### config.mk
export PLATFORM = sky130hd
export DESIGN_NAME = flash_burst_config
export DESIGN_NICKNAME = d
export VERILOG_FILES = /design/src/flash_burst_config.v /design/src/bank_tracker.v
export VERILOG_INCLUDE_DIRS = /design/src /design/src/src
export SDC_FILE = /design/constraint.sdc
export NUM_CORES = 1
export LEC_CHECK = 0
export BUFFER_PORTS_ARGS = -buffer_cell sky130_fd_sc_hd__buf_2
export CORE_UTILIZATION = 64
export DETAILED_ROUTE_END_ITERATION = 8
export PLACE_DENSITY = 0.87
export SYNTH_ARGS = -nofsm -noshare
export SYNTH_HDL_FRONTEND = slang
export SYNTH_SLANG_ARGS = --single-unit
### constraint.sdc
create_clock -name sys_clk_i -period 5.4 [get_ports sys_clk_i]
set_input_delay 0.81 -clock sys_clk_i [delete_from_list [all_inputs] [get_ports sys_clk_i]]
set_output_delay 0.81 -clock sys_clk_i [all_outputs]
set_load 0.1 [all_outputs]
### src/flash_cfg_regs.vh
// constants for the flash burst configuration and bank map block
// How it works
// RQ1: four banks split on address bits 20:19
// RQ2: four boot sectors each end, 8 Kword
// RQ3: bad sequence locks; only reset command recovers
// RQ4: array read right after power-up
// RQ5: bank returns to read when algorithm ends
// RQ6: suspend gives read except suspended sectors
// RQ7: program during suspend returns to suspend-read
// RQ8: host resets bank after timeout or ident
// RQ9: register holds wait, length, edge, ready, mode
// RQ10: no burst until register written
// RQ11: three cycles, C0h at 555h latches A19:12
// RQ12: reset restores asynchronous default
// RQ13: no config change while busy
// RQ14: bit 19 one async, zero burst
// RQ15: initial cycles counted from address strobe
// RQ16: wait codes 0..5 give 2..7 cycles
// RQ17: default seven initial access cycles
// RQ18: two cycles forces ready with data
// RQ19: host picks wait count for clock rate
// RQ20: host always writes config sequence
// RQ21: bits 16:15 select burst length
// RQ22: bit 17 selects active clock edge
// RQ23: bit 18 selects ready timing
// RQ24: continuous burst wraps top to bottom
// RQ25: unlock AAh at 555h, 55h at 2AAh
// RQ26: wait codes six, seven keep old value
`ifndef FLASH_CFG_REGS_VH
`define FLASH_CFG_REGS_VH
`define CFG_RESET 8'he5
`define CFG_SYNC_BIT 7
`define CFG_READY_BIT 6
`define CFG_EDGE_BIT 5
`define CFG_LEN_HI 4
`define CFG_LEN_LO 3
`define CFG_WAIT_HI 2
`define CFG_WAIT_LO 0
`define CMD_LOW_ADDR_A 12'h555
`define CMD_LOW_ADDR_B 12'h2aa
`define CMD_UNLOCK_A 8'haa
`define CMD_UNLOCK_B 8'h55
`define CMD_CONFIG 8'hc0
`define CMD_RESET 8'hf0
`define CMD_SUSPEND 8'hb0
`define CMD_RESUME 8'h30
`define CMD_AUTOSEL 8'h90
`define CMD_PROGRAM 8'ha0
`define CMD_ERASE 8'h80
`define WAIT_MAX_CODE 3'h5
`define WAIT_BASE 4'h2
`define BOOT_SLOTS 7'd4
`define MAX_WORD_ADDR 21'h1fffff
`define BANK_ST_READ 3'h0
`define BANK_ST_BUSY 3'h1
`define BANK_ST_SUSP 3'h2
`define BANK_ST_SUSP_PROG 3'h3
`define BANK_ST_IDENT 3'h4
`define BANK_ST_TIMEOUT 3'h5
`endif

### src/flash_burst_config.v
// command decode, burst configuration and bank map for the flash
`timescale 1ns/1ps
`include "flash_cfg_regs.vh"
module flash_burst_config (
  input wire sys_clk_i,
  input wire reset_n_i,
  input wire [20:0] addr_i,
  input wire [7:0] data_i,
  input wire write_n_i,
  input wire address_valid_strobe_n_i,
  input wire burst_req_i,
  input wire algo_done_i,
  input wire timeout_flag_bit_i,
  input wire lock_busy_i,
  output reg [1:0] bank_o,
  output reg [6:0] sector_o,
  output reg boot_sector_o,
  output reg read_valid_o,
  output reg [7:0] config_o,
  output reg config_written_o,
  output reg sync_active_o,
  output reg ready_o,
  output reg data_valid_o,
  output reg [20:0] burst_addr_o,
  output reg undefined_o,
  output reg [7:0] bank_states_o
);
  // pins come from outside the clock domain
  // limitation: address and data are taken with the strobe, so the host must hold them
  // steady while the write strobe is low; a bit that settles late is read one write too late
  reg [20:0] addr_s1;
  reg [20:0] addr_s2;
  reg [7:0] data_s1;
  reg [7:0] data_s2;
  reg we_s1;
  reg we_s2;
  reg avd_s1;
  reg avd_s2;
  reg breq_s1;
  reg breq_s2;
  reg done_s1;
  reg done_s2;
  reg to_s1;
  reg to_s2;
  reg lk_s1;
  reg lk_s2;
  // edge detectors reset to the idle high level of their pins, so no false edge follows reset
  reg we_prev;
  reg avd_prev;
  always @(posedge sys_clk_i or negedge reset_n_i) begin
    if (!reset_n_i) begin
      addr_s1 <= 21'h0;
      addr_s2 <= 21'h0;
      data_s1 <= 8'h0;
      data_s2 <= 8'h0;
      we_s1 <= 1'b1;
      we_s2 <= 1'b1;
      avd_s1 <= 1'b1;
      avd_s2 <= 1'b1;
      breq_s1 <= 1'b0;
      breq_s2 <= 1'b0;
      done_s1 <= 1'b0;
      done_s2 <= 1'b0;
      to_s1 <= 1'b0;
      to_s2 <= 1'b0;
      lk_s1 <= 1'b0;
      lk_s2 <= 1'b0;
      we_prev <= 1'b1;
      avd_prev <= 1'b1;
    end else begin
      addr_s1 <= addr_i;
      addr_s2 <= addr_s1;
      data_s1 <= data_i;
      data_s2 <= data_s1;
      we_s1 <= write_n_i;
      we_s2 <= we_s1;
      avd_s1 <= address_valid_strobe_n_i;
      avd_s2 <= avd_s1;
      breq_s1 <= burst_req_i;
      breq_s2 <= breq_s1;
      done_s1 <= algo_done_i;
      done_s2 <= done_s1;
      to_s1 <= timeout_flag_bit_i;
      to_s2 <= to_s1;
      lk_s1 <= lock_busy_i;
      lk_s2 <= lk_s1;
      we_prev <= we_s2;
      avd_prev <= avd_s2;
    end
  end
  wire wr_stb = we_prev & ~we_s2;
  wire avd_fall = avd_prev & ~avd_s2;

  // address decode
  function [6:0] sector_of;
    input [20:0] a;
    begin
      if (a[20:15] == 6'h00)
        sector_of = {4'h0, a[14:12]} >> 1; // see RQ2
      else if (a[20:15] == 6'h3f)
        sector_of = 7'd66 + ({4'h0, a[14:12]} >> 1); // see RQ2
      else
        sector_of = 7'd3 + {1'b0, a[20:15]}; // see RQ2
    end
  endfunction
  wire [1:0] bank_w = addr_s2[20:19]; // see RQ1
  wire [6:0] sector_w = sector_of(addr_s2);

  // command sequencer
  localparam SEQ_IDLE = 3'h0;
  localparam SEQ_U1 = 3'h1;
  localparam SEQ_U2 = 3'h2;
  localparam SEQ_PROG = 3'h3;
  localparam SEQ_E1 = 3'h4;
  localparam SEQ_E2 = 3'h5;
  localparam SEQ_E3 = 3'h6;
  localparam SEQ_LOST = 3'h7;
  reg [2:0] seq_reg;
  reg [2:0] seq_next;
  reg cmd_prog;
  reg cmd_erase;
  reg cmd_susp;
  reg cmd_resume;
  reg cmd_ident;
  reg cmd_reset;
  reg cmd_cfg;
  wire [11:0] low = addr_s2[11:0];
  wire [7:0] d = data_s2;
  always @* begin
    seq_next = seq_reg;
    cmd_prog = 1'b0;
    cmd_erase = 1'b0;
    cmd_susp = 1'b0;
    cmd_resume = 1'b0;
    cmd_ident = 1'b0;
    cmd_reset = 1'b0;
    cmd_cfg = 1'b0;
    if (wr_stb) begin
      if (d == `CMD_RESET) begin
        cmd_reset = 1'b1; // see RQ3
        seq_next = SEQ_IDLE;
      end else begin
        case (seq_reg)
          SEQ_IDLE: begin
            if (d == `CMD_UNLOCK_A && low == `CMD_LOW_ADDR_A)
              seq_next = SEQ_U1; // see RQ25
            else if (d == `CMD_SUSPEND)
              cmd_susp = 1'b1;
            else if (d == `CMD_RESUME)
              cmd_resume = 1'b1;
            else
              seq_next = SEQ_LOST; // see RQ3
          end
          SEQ_U1: seq_next = (d == `CMD_UNLOCK_B && low == `CMD_LOW_ADDR_B) ? SEQ_U2 : SEQ_LOST; // see RQ25
          SEQ_U2: begin
            seq_next = SEQ_IDLE;
            if (low != `CMD_LOW_ADDR_A)
              seq_next = SEQ_LOST;
            else if (d == `CMD_CONFIG)
              cmd_cfg = 1'b1; // see RQ11
            else if (d == `CMD_PROGRAM)
              seq_next = SEQ_PROG;
            else if (d == `CMD_ERASE)
              seq_next = SEQ_E1;
            else if (d == `CMD_AUTOSEL)
              cmd_ident = 1'b1;
            else
              seq_next = SEQ_LOST;
          end
          SEQ_PROG: begin
            cmd_prog = 1'b1;
            seq_next = SEQ_IDLE;
          end
          SEQ_E1: seq_next = (d == `CMD_UNLOCK_A && low == `CMD_LOW_ADDR_A) ? SEQ_E2 : SEQ_LOST;
          SEQ_E2: seq_next = (d == `CMD_UNLOCK_B && low == `CMD_LOW_ADDR_B) ? SEQ_E3 : SEQ_LOST;
          SEQ_E3: begin
            cmd_erase = 1'b1;
            seq_next = SEQ_IDLE;
          end
          SEQ_LOST: seq_next = SEQ_LOST; // see RQ3
          default: seq_next = SEQ_LOST;
        endcase
      end
    end
  end

  // per-bank trackers
  wire [11:0] st_w;
  wire [3:0] rd_ok_w;
  genvar g;
  generate
    for (g = 0; g < 4; g = g + 1) begin : bank_g
      bank_tracker u_bank (
        .sys_clk_i(sys_clk_i),
        .reset_n_i(reset_n_i),
        .sel_i(bank_w == g),
        .start_prog_i(cmd_prog),
        .start_erase_i(cmd_erase),
        .suspend_i(cmd_susp),
        .resume_i(cmd_resume),
        .ident_i(cmd_ident),
        .reset_cmd_i(cmd_reset),
        .algo_done_i(done_s2),
        .timeout_i(to_s2),
        .sector_i(sector_w),
        .read_sector_i(sector_w),
        .state_o(st_w[3*g +: 3]),
        .susp_sector_o(),
        .read_ok_o(rd_ok_w[g])
      );
    end
  endgenerate
  wire any_busy = lk_s2 | (st_w[2:0] == `BANK_ST_BUSY) | (st_w[5:3] == `BANK_ST_BUSY) |
    (st_w[8:6] == `BANK_ST_BUSY) | (st_w[11:9] == `BANK_ST_BUSY) |
    (st_w[2:0] == `BANK_ST_SUSP_PROG) | (st_w[5:3] == `BANK_ST_SUSP_PROG) |
    (st_w[8:6] == `BANK_ST_SUSP_PROG) | (st_w[11:9] == `BANK_ST_SUSP_PROG);

  // burst configuration register
  reg [7:0] cfg_reg;
  reg [7:0] cfg_next;
  always @* begin
    cfg_next = cfg_reg;
    if (cmd_cfg && !any_busy) begin // see RQ13
      cfg_next = addr_s2[19:12]; // see RQ9 RQ22
      if (addr_s2[14:12] > `WAIT_MAX_CODE)
        cfg_next[`CFG_WAIT_HI:`CFG_WAIT_LO] = cfg_reg[`CFG_WAIT_HI:`CFG_WAIT_LO]; // see RQ26
    end
  end
  wire sync_en = ~cfg_reg[`CFG_SYNC_BIT] & config_written_o; // see RQ10 RQ14
  wire [3:0] init_cycles = `WAIT_BASE + {1'b0, cfg_reg[`CFG_WAIT_HI:`CFG_WAIT_LO]}; // see RQ16
  wire early_ready = ~cfg_reg[`CFG_READY_BIT] & (cfg_reg[`CFG_WAIT_HI:`CFG_WAIT_LO] != 3'h0); // see RQ18 RQ23
  // active edge bit is exported for the output stage; this core is single-edge so it only steers pads
  wire [1:0] len_sel = {cfg_reg[`CFG_LEN_HI], cfg_reg[`CFG_LEN_LO]}; // see RQ21
  wire [20:0] wrap_mask = (len_sel == 2'h1) ? 21'h7 : (len_sel == 2'h2) ? 21'hf :
    (len_sel == 2'h3) ? 21'h1f : `MAX_WORD_ADDR;

  // burst timing
  reg [3:0] cnt_reg;
  reg bursting;
  wire [3:0] cnt_inc = cnt_reg + 4'h1;
  wire [20:0] addr_inc = burst_addr_o + 21'h1; // see RQ24 natural wrap of 21 bits
  always @(posedge sys_clk_i or negedge reset_n_i) begin
    if (!reset_n_i) begin
      seq_reg <= SEQ_IDLE;
      cfg_reg <= `CFG_RESET; // see RQ12 RQ17
      config_written_o <= 1'b0;
      config_o <= `CFG_RESET;
      cnt_reg <= 4'h0;
      bursting <= 1'b0;
      ready_o <= 1'b0;
      data_valid_o <= 1'b0;
      burst_addr_o <= 21'h0;
      sync_active_o <= 1'b0;
      bank_o <= 2'h0;
      sector_o <= 7'h0;
      boot_sector_o <= 1'b0;
      read_valid_o <= 1'b1; // see RQ4
      undefined_o <= 1'b0;
      bank_states_o <= 8'h0;
    end else begin
      seq_reg <= seq_next;
      cfg_reg <= cfg_next;
      config_o <= cfg_next;
      if (cmd_cfg && !any_busy)
        config_written_o <= 1'b1;
      // follows the value being loaded, so the flag never lags a return to asynchronous mode
      sync_active_o <= ~cfg_next[`CFG_SYNC_BIT] & (config_written_o | (cmd_cfg & ~any_busy)); // see RQ10 RQ14
      bank_o <= bank_w;
      sector_o <= sector_w;
      boot_sector_o <= (sector_w < `BOOT_SLOTS) || (sector_w > 7'd65);
      read_valid_o <= rd_ok_w[bank_w] & (seq_next != SEQ_LOST);
      undefined_o <= (seq_next == SEQ_LOST);
      bank_states_o <= {st_w[10:9], st_w[7:6], st_w[4:3], st_w[1:0]};
      if (avd_fall && breq_s2 && sync_en) begin // see RQ15
        bursting <= 1'b1;
        cnt_reg <= 4'h1;
        burst_addr_o <= addr_s2;
        data_valid_o <= 1'b0;
        ready_o <= 1'b0;
      end else if (bursting && !breq_s2) begin
        bursting <= 1'b0;
        cnt_reg <= 4'h0;
        data_valid_o <= 1'b0;
        ready_o <= 1'b0;
      end else if (bursting) begin
        if (cnt_reg < init_cycles) begin
          cnt_reg <= cnt_inc;
          ready_o <= early_ready && (cnt_inc == init_cycles);
          if (cnt_inc == init_cycles) begin
            data_valid_o <= 1'b1;
            ready_o <= 1'b1;
          end
        end else begin
          burst_addr_o <= (burst_addr_o & ~wrap_mask) | (addr_inc & wrap_mask); // see RQ21 RQ24
          data_valid_o <= 1'b1;
          ready_o <= 1'b1;
        end
        if (early_ready && cnt_inc == init_cycles - 4'h1)
          ready_o <= 1'b1; // see RQ23
      end
    end
  end
endmodule // flash_burst_config

### src/bank_tracker.v
// per-bank read state tracker
`timescale 1ns/1ps
`include "flash_cfg_regs.vh"
module bank_tracker (
  input wire sys_clk_i,
  input wire reset_n_i,
  input wire sel_i,
  input wire start_prog_i,
  input wire start_erase_i,
  input wire suspend_i,
  input wire resume_i,
  input wire ident_i,
  input wire reset_cmd_i,
  input wire algo_done_i,
  input wire timeout_i,
  input wire [6:0] sector_i,
  input wire [6:0] read_sector_i,
  output reg [2:0] state_o,
  output reg [6:0] susp_sector_o,
  output wire read_ok_o
);
  reg [6:0] erase_sector_reg;
  always @(posedge sys_clk_i or negedge reset_n_i) begin
    if (!reset_n_i) begin
      state_o <= `BANK_ST_READ; // see RQ4
      susp_sector_o <= 7'h7f;
      erase_sector_reg <= 7'h7f;
    end else begin
      case (state_o)
        `BANK_ST_READ: begin
          if (sel_i && ident_i)
            state_o <= `BANK_ST_IDENT;
          else if (sel_i && (start_prog_i || start_erase_i)) begin
            state_o <= `BANK_ST_BUSY;
            if (start_erase_i)
              erase_sector_reg <= sector_i;
          end
        end
        `BANK_ST_BUSY: begin
          if (timeout_i)
            state_o <= `BANK_ST_TIMEOUT;
          else if (sel_i && suspend_i && erase_sector_reg != 7'h7f) begin
            state_o <= `BANK_ST_SUSP; // see RQ6
            susp_sector_o <= erase_sector_reg;
          end else if (algo_done_i) begin
            state_o <= `BANK_ST_READ; // see RQ5
            erase_sector_reg <= 7'h7f;
          end
        end
        `BANK_ST_SUSP: begin
          if (sel_i && start_prog_i)
            state_o <= `BANK_ST_SUSP_PROG;
          else if (sel_i && resume_i) begin
            state_o <= `BANK_ST_BUSY;
            susp_sector_o <= 7'h7f;
          end
        end
        `BANK_ST_SUSP_PROG: begin
          if (timeout_i)
            state_o <= `BANK_ST_TIMEOUT;
          else if (algo_done_i)
            state_o <= `BANK_ST_SUSP; // see RQ7
        end
        `BANK_ST_IDENT, `BANK_ST_TIMEOUT: begin
          if (sel_i && reset_cmd_i)
            state_o <= (susp_sector_o != 7'h7f) ? `BANK_ST_SUSP : `BANK_ST_READ; // see RQ8
        end
        default: state_o <= `BANK_ST_READ;
      endcase
    end
  end
  // suspended sector stays unreadable while in suspend states
  assign read_ok_o = (state_o == `BANK_ST_READ) ||
    ((state_o == `BANK_ST_SUSP || state_o == `BANK_ST_SUSP_PROG) && read_sector_i != susp_sector_o); // see RQ6
endmodule // bank_tracker

==> results of run 1 <==
## worst max-delay path: stages (launching register included)
cell	delay, ns
dfrtp_1	0.52
inv_1	0.14
ha_1	0.27
nand2b_1	0.16
o32ai_2	0.55
mux2i_1	0.79
xor2_1	0.21
nand4_1	0.13
a32oi_1	0.18
a21oi_1	0.08
## final cells by class
class | count | area [µm²]
repair buffers | 92 | 476.7
fillers | 953 | 3488
clock buffers | 32 | 626.9
multi-input cells | 612 | 3909
flip-flops and latches | 201 | 5115
clock inverters | 6 | 62.56
well taps | 180 | 225.2
inverters | 37 | 138.9
## placed cells by master (no fill, tap or decap), types with 15 or more instances in the layout
cell,Yosys,routed
inv_1,35,35
clkbuf_16,0,21
xnor2_1,32,32
a31oi_1,23,23
nor3_1,29,29
nand2_1,75,75
dfrtp_1,133,133
dfstp_2,68,68
a21oi_1,26,26
nand4_1,15,15
nand2b_1,15,15
nand3_1,22,22
nor2_1,75,74
buf_2,3,88
o22a_1,16,16
o21ai_0,66,66
## power by group through the flow
stage	sequential (µW)	combinational (µW)	clock [µW]
2_1_floorplan	2280	631	0
6_report	2210	1020	1430
4_1_cts	2190	1010	1440
3_5_place_dp	2210	1000	0
5_1_grt	2230	1110	1490
3_3_place_gp	2200	972	0
## worst max path at each step
stage,startpoint,end,slack (ns)
floorplan,cfg_reg[1],flop,2.52
global placement,addr_s2[15],read_valid_o,2.50
detailed placement,addr_s2[15],read_valid_o,2.39
CTS,addr_s2[15],read_valid_o,2.39
global route,addr_s2[15],read_valid_o,2.12
finish,addr_s2[15],read_valid_o,2.28
## cells by family after synthesis
family | Yosys count | synth area share
AND/OR/NAND/NOR | 325 | 0.1834
buffers and inverters | 78 | 0.03353
AO/OA/AOI/OAI | 216 | 0.1591
flip-flops | 201 | 0.5484
multiplexers | 14 | 0.01650
adder cells (fa/ha/maj) | 14 | 0.01878
XOR/XNOR | 43 | 0.04038
## metrics by stage
stage                     instance area [µm²]  cells  power [µW]
after global routing                    10550   1160        4832
final                                   10550   1160        4653
after global placement                   9864   1122        3172
after floorplan                          9328    891        2907
after detailed placement                 9864   1122        3208
after CTS                               10550   1160        4642
## routing by layer
| metal | up-vias | routed length (µm) |
|---|---|---|
| li1 | 3358 | - |
| met1 | 3687 | 9974 |
| met2 | 353 | 10830 |
| met3 | 71 | 1978 |
| met4 | 0 | 783 |
| met5 | - | 0 |
==> flow_metrics.py, run 1 <==
metrics = {
    "setup_path": {
        "crit_path_start_kind": "flop",
        "r2r-start": "addr_s2[15]",
        "criticalPathCategory": "flop to flop",
        "reg2reg_slack_ns": 2.28,
        "reg2reg_to": "read_valid_o",
        "cp-end-kind": "flop",
        "cp_max_fo": 10,
        "required_ns": 5.82,
        "reg2regPathDepth": 9,
        "cp.arrival_ns": 3.54,
    },
    "final_layout": {
        "drive_above_1_share": 0.2265,
        "fin_util": 0.7516,
        "layout.nets": 1016,
        "antenna_cells": 0,
        "area_delta_synth_final_pct": 13.15,
    },
    "pwr": {
        "ir_drop_mv": 0.4283,
        "p_seq_frac": 0.474,
        "clkPwrFrac": 0.306,
        "comb_power_share": 0.220,
        "switching_share": 0.3416,
        "p_sw_uw": 1589,
        "intPower_uw": 3064,
        "power.density_nw_per_um2": 440.9,
        "p_leak_uw": 0.004466,
    },
    "synth": {
        "synthesis.nets": 942,
        "async_flop_share": 1.000,
        "synth_edf_count": 0,
        "yosys_warnings": 0,
        "synth.largest_area_cell": "dfrtp_1",
        "synth_top_area_share": 0.3568,
        "yosysMostFrequentCell": "dfrtp_1",
        "synthCells": 891,
        "yosysSeqAreaShare": 0.5484,
        "syn-cell-area_um2": 9328,
        "yosysUniqueCellTypes": 83,
        "synthTopCellsByCount": "dfrtp_1, nand2_1, nor2_1, dfstp_2, o21ai_0",
        "avgSynthCellArea_um2": 10.47,
        "ys_ff_latch": 201,
        "ys_top_cells_by_area": "dfrtp_1, dfstp_2, o21ai_0",
        "synth-main-ff-cell": "dfrtp_1",
    },
    "placement": {
        "hpwlAfterDp_um": 16200,
        "portBuffers": 89,
        "gp_congestion": 0.9445,
        "dp_slack_ns": 2.388,
    },
    "clocking": {
        "cts.clk_slew.worst_paths_ns": 0.06,
        "post_cts_resized": 0,
        "clk_path_buf_depth": 3,
        "cts_tree": "built",
        "htree_levels": 1,
        "cts_setup_buffers": 0,
        "cts-buffers-inserted": 21,
        "clk_latency_ns": 0.50,
        "postCtsHoldBufs": 0,
        "clockRootBuffer": "clkbuf_16",
        "cts_sinks": 201,
    },
    "global_route": {
        "grt_pass1_wl_um": 37230,
        "met1_usage": 0.4595,
        "grt_util_met3": 0.06180,
        "busiest_layer": "met2",
        "grt_max_degree": 112,
        "grtUsageMet2": 0.5025,
        "grt_pass1_vias": 7019,
        "track_usage": 0.3246,
        "antenna_found_initial": 0,
        "overflow": 0,
    },
    "sta": {
        "slew-limit-headroom": 0.1888,
        "fin_ws_ns": 2.281,
        "period_share": 0.5776,
        "timing.final.setup_violations": 0,
        "fmax_mhz": 320.6,
        "hold_viol_final": 0,
        "hold_ws_ns": 0.3460,
        "slew_violations": 0,
        "tns_ns": 0,
        "tightest_slew_ns": 1.204,
        "rsz0062_at_grt": "false",
        "skew_ns": 0.01513,
        "min_period_ns": 3.119,
    },
    "route": {
        "detail_route.iter0.violations": 798,
        "via_per_inst": 6.439,
        "drtPass1Iterations": 5,
        "drtAntennaViolNets": 0,
        "vias": 7469,
        "drc": 0,
        "wl_per_cell_um": 20.31,
        "routed_wl_um": 23560,
    },
    "hold_path": {
        "hold_depth": 0,
        "hp-start": "breq_s1",
        "hold_path.class": "flop to flop",
        "hold_end": "breq_s2",
    },
    "floorplan": {
        "die_x_um": 122.7,
        "start_util": 0.6643,
        "die_h_um": 122.7,
        "die-area_um2": 15060,
        "coreArea_um2": 14040,
        "io_pins": 90,
        "std_cell_rows": 43,
    },
    "outcome": {
        "status": "finished, final reports clean",
    },
    "flow_run": {
        "max_cap_violations": 0,
    },
}
No activity file was read; power rests on OpenSTA's default activity.
==> run 2, diff against run 1 <==
--- a/config.mk
+++ b/config.mk
@@ -7,9 +7,9 @@
 export NUM_CORES = 1
 export LEC_CHECK = 0
 export BUFFER_PORTS_ARGS = -buffer_cell sky130_fd_sc_hd__buf_2
-export CORE_UTILIZATION = 64
+export CORE_UTILIZATION = 54
 export DETAILED_ROUTE_END_ITERATION = 8
-export PLACE_DENSITY = 0.87
+export PLACE_DENSITY = 0.79
 export SYNTH_ARGS = -nofsm -noshare
 export SYNTH_HDL_FRONTEND = slang
 export SYNTH_SLANG_ARGS = --single-unit
==> constraint.sdc (replaced) <==
create_clock -name sys_clk_i -period 2.85 [get_ports sys_clk_i]
set_input_delay 0.4275 -clock sys_clk_i [delete_from_list [all_inputs] [get_ports sys_clk_i]]
set_output_delay 0.4275 -clock sys_clk_i [all_outputs]
set_load 0.1 [all_outputs]
==> run 2 against run 1 <==
Maximum frequency is 19% higher. Final area up 4.1%. Clock skew decreased by 0.0014 ns. Clock power up 97%. Via count down 0.11%. Register-to-register slack got worse by 2.0 ns. Worst setup slack worse by 2.0 ns. Final cell count is 6.9% higher. Sequential cell count did not move. Combinational power is 97% higher. Worst hold slack worse by 0.32 ns. Critical path type unchanged.
==> flow_metrics.py, run 2 (synthesized netlist as in run 1, its figures left out) <==
metrics = {
    "outcome": {
        "status": "finished, final reports clean",
    },
    "global_route": {
        "track_usage": 0.2691,
        "antenna_found_initial": 0,
        "grt_max_degree": 73,
        "grt_pass1_vias": 7065,
        "grt_pass1_wl_um": 37660,
        "overflow": 0,
    },
    "sta": {
        "hold_viol_final": 0,
        "hold_ws_ns": 0.02332,
        "rsz0062_at_grt": "false",
        "fin_ws_ns": 0.2357,
        "fmax_mhz": 382.5,
        "slew-limit-headroom": 0.2920,
        "timing.final.setup_violations": 0,
        "tightest_slew_ns": 1.053,
        "slew_violations": 0,
        "min_period_ns": 2.614,
        "period_share": 0.9173,
        "skew_ns": 0.01377,
        "tns_ns": 0,
    },
    "clocking": {
        "cts_sinks": 201,
        "cts.clk_slew.worst_paths_ns": 0.06,
        "clockRootBuffer": "clkbuf_16",
        "clk_path_buf_depth": 3,
        "cts-buffers-inserted": 22,
        "cts_tree": "built",
        "clk_latency_ns": 0.50,
        "htree_levels": 1,
    },
    "setup_path": {
        "cp_max_fo": 6,
        "cp-end-kind": "flop",
        "endpoint": "bank_g[0].u_bank.state_o[1]",
        "critPathSlowestCell": "or4_1",
        "critical-path-max-stage-delay_ns": 0.66,
        "reg2reg_slack_ns": 0.24,
        "cp.arrival_ns": 2.99,
        "r2r-start": "addr_s2[3]",
        "reg2reg_to": "bank_g[0].u_bank.state_o[1]",
        "reg2regPathDepth": 7,
        "path_cells": "nor4bb_1 > nand3_1 > or4_1 > a311oi_1 > o21ai_1 > o21ai_0 > nand2_1",
        "startpoint": "addr_s2[3]",
        "criticalPathCategory": "flop to flop",
        "crit_path_start_kind": "flop",
        "required_ns": 3.23,
    },
    "floorplan": {
        "start_util": 0.5585,
        "coreArea_um2": 16700,
        "die-area_um2": 17800,
        "std_cell_rows": 47,
        "io_pins": 90,
        "die_x_um": 133.4,
        "die_h_um": 133.4,
    },
    "route": {
        "drtAntennaViolNets": 0,
        "via_per_inst": 6.017,
        "routed_wl_um": 23300,
        "drtPass1Iterations": 6,
        "wl_per_cell_um": 18.79,
        "drc": 0,
        "vias": 7461,
        "detail_route.iter0.violations": 684,
    },
    "flow_run": {
        "max_cap_violations": 0,
    },
    "final_layout": {
        "finalInstanceArea_um2": 10990,
        "antenna_cells": 0,
        "fin_cells": 1240,
        "layout.nets": 1055,
        "area_delta_synth_final_pct": 17.81,
        "most-common-layout-cells": "dfrtp_1, buf_2, nand2_1",
        "final_common_cell": "dfrtp_1",
        "drive_above_1_share": 0.2608,
    },
    "placement": {
        "place_inst": 1199,
        "portBuffers": 89,
        "dp_slack_ns": 0.1801,
        "place_area_um2": 10220,
        "hpwlAfterDp_um": 16480,
        "gp_congestion": 0.9712,
    },
    "hold_path": {
        "hold_path.class": "primary input to flop",
    },
    "pwr": {
        "p_leak_uw": 0.004670,
        "power.density_nw_per_um2": 816.7,
        "p_seq_frac": 0.463,
        "p_sw_uw": 3019,
        "comb_power_share": 0.223,
        "ir_drop_mv": 0.5702,
        "switching_share": 0.3364,
        "clkPwrFrac": 0.314,
        "intPower_uw": 5955,
    },
}
run 2: cell count changes in the layout (fill, tap and decap cells not counted), sizes merged:
cell / change
inv: -1
clkinvlp: +3
dlygate4sd3: +1
buf: +37
run 2: worst max-delay path: cells and delay by family, from the launching register on:
kind | cells | cell delay (ns)
flops | 1 | 0.46
compound gates | 3 | 0.71
simple gates | 4 | 1.33
run 2: how the worst min path moves through the flow:
stage,cells past startpoint,end,start,slack (ns)
after floorplan,0,async pin,reset_n_i,0.13
after global placement,0,d[1],data_s1[1],0.33
after detailed placement,0,d[6],data_s1[6],0.33
after CTS,1,we_s1,write_n_i,0.01
after global routing,1,we_s1,write_n_i,0.01
final,1,avd_s1,address_valid_strobe_n_i,0.02
run 2: metal layers:
metal / GRT usage / share of wire / vias up / wire length, µm
li1: - / - / 3448 / -
met1: 0.3907 / 0.44 / 3641 / 10340
met2: 0.4158 / 0.46 / 310 / 10720
met3: 0.04033 / 0.068 / 62 / 1594
met4: 0.09028 / 0.028 / 0 / 650
met5: 0 / 0 / - / 0
run 2: area by class of cell:
class	count	area, µm²
fill	1292	5712
multi-input combinational	612	3934
clock buffer	32	659.4
tap	220	275.3
clock inverter	8	76.32
inverter	37	138.9
timing repair buffer	130	789.5
sequential	201	5116
run 2: stage by stage:
step,total power [µW],util
after floorplan,5508,-
after global placement,6092,0.6119
after detailed placement,6142,0.6119
after CTS,8982,0.6565
after global routing,9366,0.6580
final,8975,0.6580
run 2: power by group through the flow:
stage               Clock, µW  Combinational (µW)  Sequential, µW
floorplan                   0                1200            4310
global placement            0                1930            4160
detailed placement          0                1970            4170
CTS                      2870                1980            4130
global route             2970                2180            4220
finish                   2820                2010            4150
run 2: what timing repair did:
| item | 4_1_cts | 5_1_grt |
|---|---|---|
| buffers inserted | 0 | 0 |
| gates resized for setup | 0 | 5 |
| setup endpoints to repair | 0 | 7 |
| hold endpoints to repair | 60 | 0 |
| hold buffers | 1 | 0 |
==> run 3, diff against run 2 <==
--- a/config.mk
+++ b/config.mk
@@ -9,7 +9,9 @@
 export BUFFER_PORTS_ARGS = -buffer_cell sky130_fd_sc_hd__buf_2
 export CORE_UTILIZATION = 54
 export DETAILED_ROUTE_END_ITERATION = 8
+export MAX_ROUTING_LAYER = met4
 export PLACE_DENSITY = 0.79
+export SETUP_SLACK_MARGIN = 0.05
 export SYNTH_ARGS = -nofsm -noshare
 export SYNTH_HDL_FRONTEND = slang
 export SYNTH_SLANG_ARGS = --single-unit
==> run 3 against run 2 <==
Via count shrank 0.34%. Register-to-register slack improved by 0.02 ns. Core utilization shrank 0.27 points. Final cell count about the same. Final area fell by 0.41%. Clock skew is 0.0030 ns lower. Critical path depth increased by 3. Combinational power about the same. Critical endpoint is now read_valid_o.
==> flow_metrics.py, run 3 (synthesized netlist as in run 1, its figures left out) <==
metrics = {
    "hold_path": {
        "hold_depth": 1,
        "hp-start": "address_valid_strobe_n_i",
        "hold_end": "avd_s1",
        "hold_path.class": "primary input to flop",
    },
    "flow_run": {
        "max_cap_violations": 0,
    },
    "floorplan": {
        "die-area_um2": 17800,
        "start_util": 0.5585,
        "io_pins": 90,
        "die_x_um": 133.4,
        "coreArea_um2": 16700,
        "die_h_um": 133.4,
        "std_cell_rows": 47,
    },
    "sta": {
        "slew_violations": 0,
        "min_period_ns": 2.594,
        "fmax_mhz": 385.4,
        "slew-limit-headroom": 0.2954,
        "timing.final.setup_violations": 0,
        "fin_ws_ns": 0.2556,
        "hold_viol_final": 0,
        "tightest_slew_ns": 1.048,
        "period_share": 0.9103,
        "hold_ws_ns": 0.02204,
        "rsz0062_at_grt": "false",
        "skew_ns": 0.01080,
        "tns_ns": 0,
    },
    "global_route": {
        "grt_max_degree": 75,
        "antenna_found_initial": 0,
        "overflow": 0,
        "track_usage": 0.2782,
        "grt_pass1_vias": 7144,
        "grt_pass1_wl_um": 37780,
    },
    "final_layout": {
        "area_delta_synth_final_pct": 17.33,
        "layout.nets": 1054,
        "drive_above_1_share": 0.2561,
        "most-common-layout-cells": "dfrtp_1, buf_2, nand2_1",
        "final_common_cell": "dfrtp_1",
        "fin_util": 0.6553,
        "antenna_cells": 0,
    },
    "placement": {
        "gp_congestion": 0.9732,
        "portBuffers": 89,
        "dp_slack_ns": 0.2186,
        "hpwlAfterDp_um": 16360,
    },
    "setup_path": {
        "required_ns": 3.28,
        "critPathSlowestCell": "or4_1",
        "reg2reg_to": "read_valid_o",
        "cp.arrival_ns": 3.02,
        "cp_max_fo": 7,
        "criticalPathCategory": "flop to flop",
        "startpoint": "addr_s2[15]",
        "critical-path-max-stage-delay_ns": 0.55,
        "cp-end-kind": "flop",
        "path_delay_family": "simple AND/OR/NAND/NOR gates",
        "path_cells": "inv_1 > ha_1 > nand2b_1 > or4_1 > o211ai_4 > inv_2 > a2111oi_1 > nand4_1 > a32oi_1 > a21oi_1",
        "r2r-start": "addr_s2[15]",
        "crit_buf_inv": 2,
        "reg2reg_slack_ns": 0.26,
        "reg2regPathDepth": 10,
        "crit_path_start_kind": "flop",
    },
    "clocking": {
        "htree_levels": 1,
        "clk_path_buf_depth": 3,
        "cts.clk_slew.worst_paths_ns": 0.06,
        "clockRootBuffer": "clkbuf_16",
        "cts_tree": "built",
        "cts_sinks": 201,
        "cts-buffers-inserted": 22,
        "cts_setup_buffers": 0,
        "clk_latency_ns": 0.50,
    },
    "outcome": {
        "status": "finished, final reports clean",
    },
    "route": {
        "drtPass1Iterations": 5,
        "detail_route.iter0.violations": 869,
        "routed_wl_um": 23370,
        "vias": 7436,
        "wl_per_cell_um": 18.86,
        "drtAntennaViolNets": 0,
        "via_per_inst": 6.002,
        "drc": 0,
    },
    "pwr": {
        "p_leak_uw": 0.004656,
        "ir_drop_mv": 0.6502,
        "power.density_nw_per_um2": 814.1,
        "p_total_uw": 8909,
    },
}
[run 3: final cells by class]
class                   instances  area [µm²]
inverters                      37       138.9
fillers                      1330        5757
clock buffers                  32       639.4
clock inverters                 8       67.56
flip-flops and latches        201        5116
multi-input cells             612        3925
well taps                     220       275.3
repair buffers                129       782.0
[run 3: worst reg2reg max path, cell delays in order, from the launching register on]
cell and delay, ns:
dfrtp_1 0.37, inv_1 0.08, ha_1 0.25, nand2b_1 0.17, or4_1 0.55, o211ai_4 0.20
inv_2 0.13, a2111oi_1 0.40, nand4_1 0.13, a32oi_1 0.16, a21oi_1 0.08
[run 3: where the power goes]
group / internal (µW) / total, µW / switching (µW)
Sequential: 3560 / 4140 / 583
Clock: 1650 / 2760 / 1120
Combinational: 686 / 2000 / 1320
Total: 5890 / 8910 / 3020
[run 3: per-layer routing]
metal | routed length (µm) | GRT usage | up-vias
li1 | - | - | 3436
met4 | 771 | 0.1067 | 0
met3 | 1689 | 0.04795 | 67
met5 | 0 | - | -
met1 | 10290 | 0.3822 | 3612
met2 | 10620 | 0.4144 | 321
[run 3: repair_timing]
item | in CTS | in global routing
hold buffers | 1 | 0
endpoints found under the hold margin | 60 | 0
endpoints found under the setup margin | 0 | 7
gates resized for setup | 0 | 3
[run 3: through the flow]
step                std cells  instance area, µm²
CTS                      1239               10930
floorplan                 891                9329
global placement         1198               10210
global route             1239               10940
finish                   1239               10940
detailed placement       1198               10210
[run 3: worst max-delay path by stage]
| stage | end | cells past startpoint |
|---|---|---|
| floorplan | read_valid_o | 11 |
| global placement | bank_g[2].u_bank.erase_sector_reg[0] | 8 |
| detailed placement | read_valid_o | 10 |
| CTS | read_valid_o | 10 |
| global route | bank_g[2].u_bank.erase_sector_reg[1] | 8 |
| finish | read_valid_o | 10 |
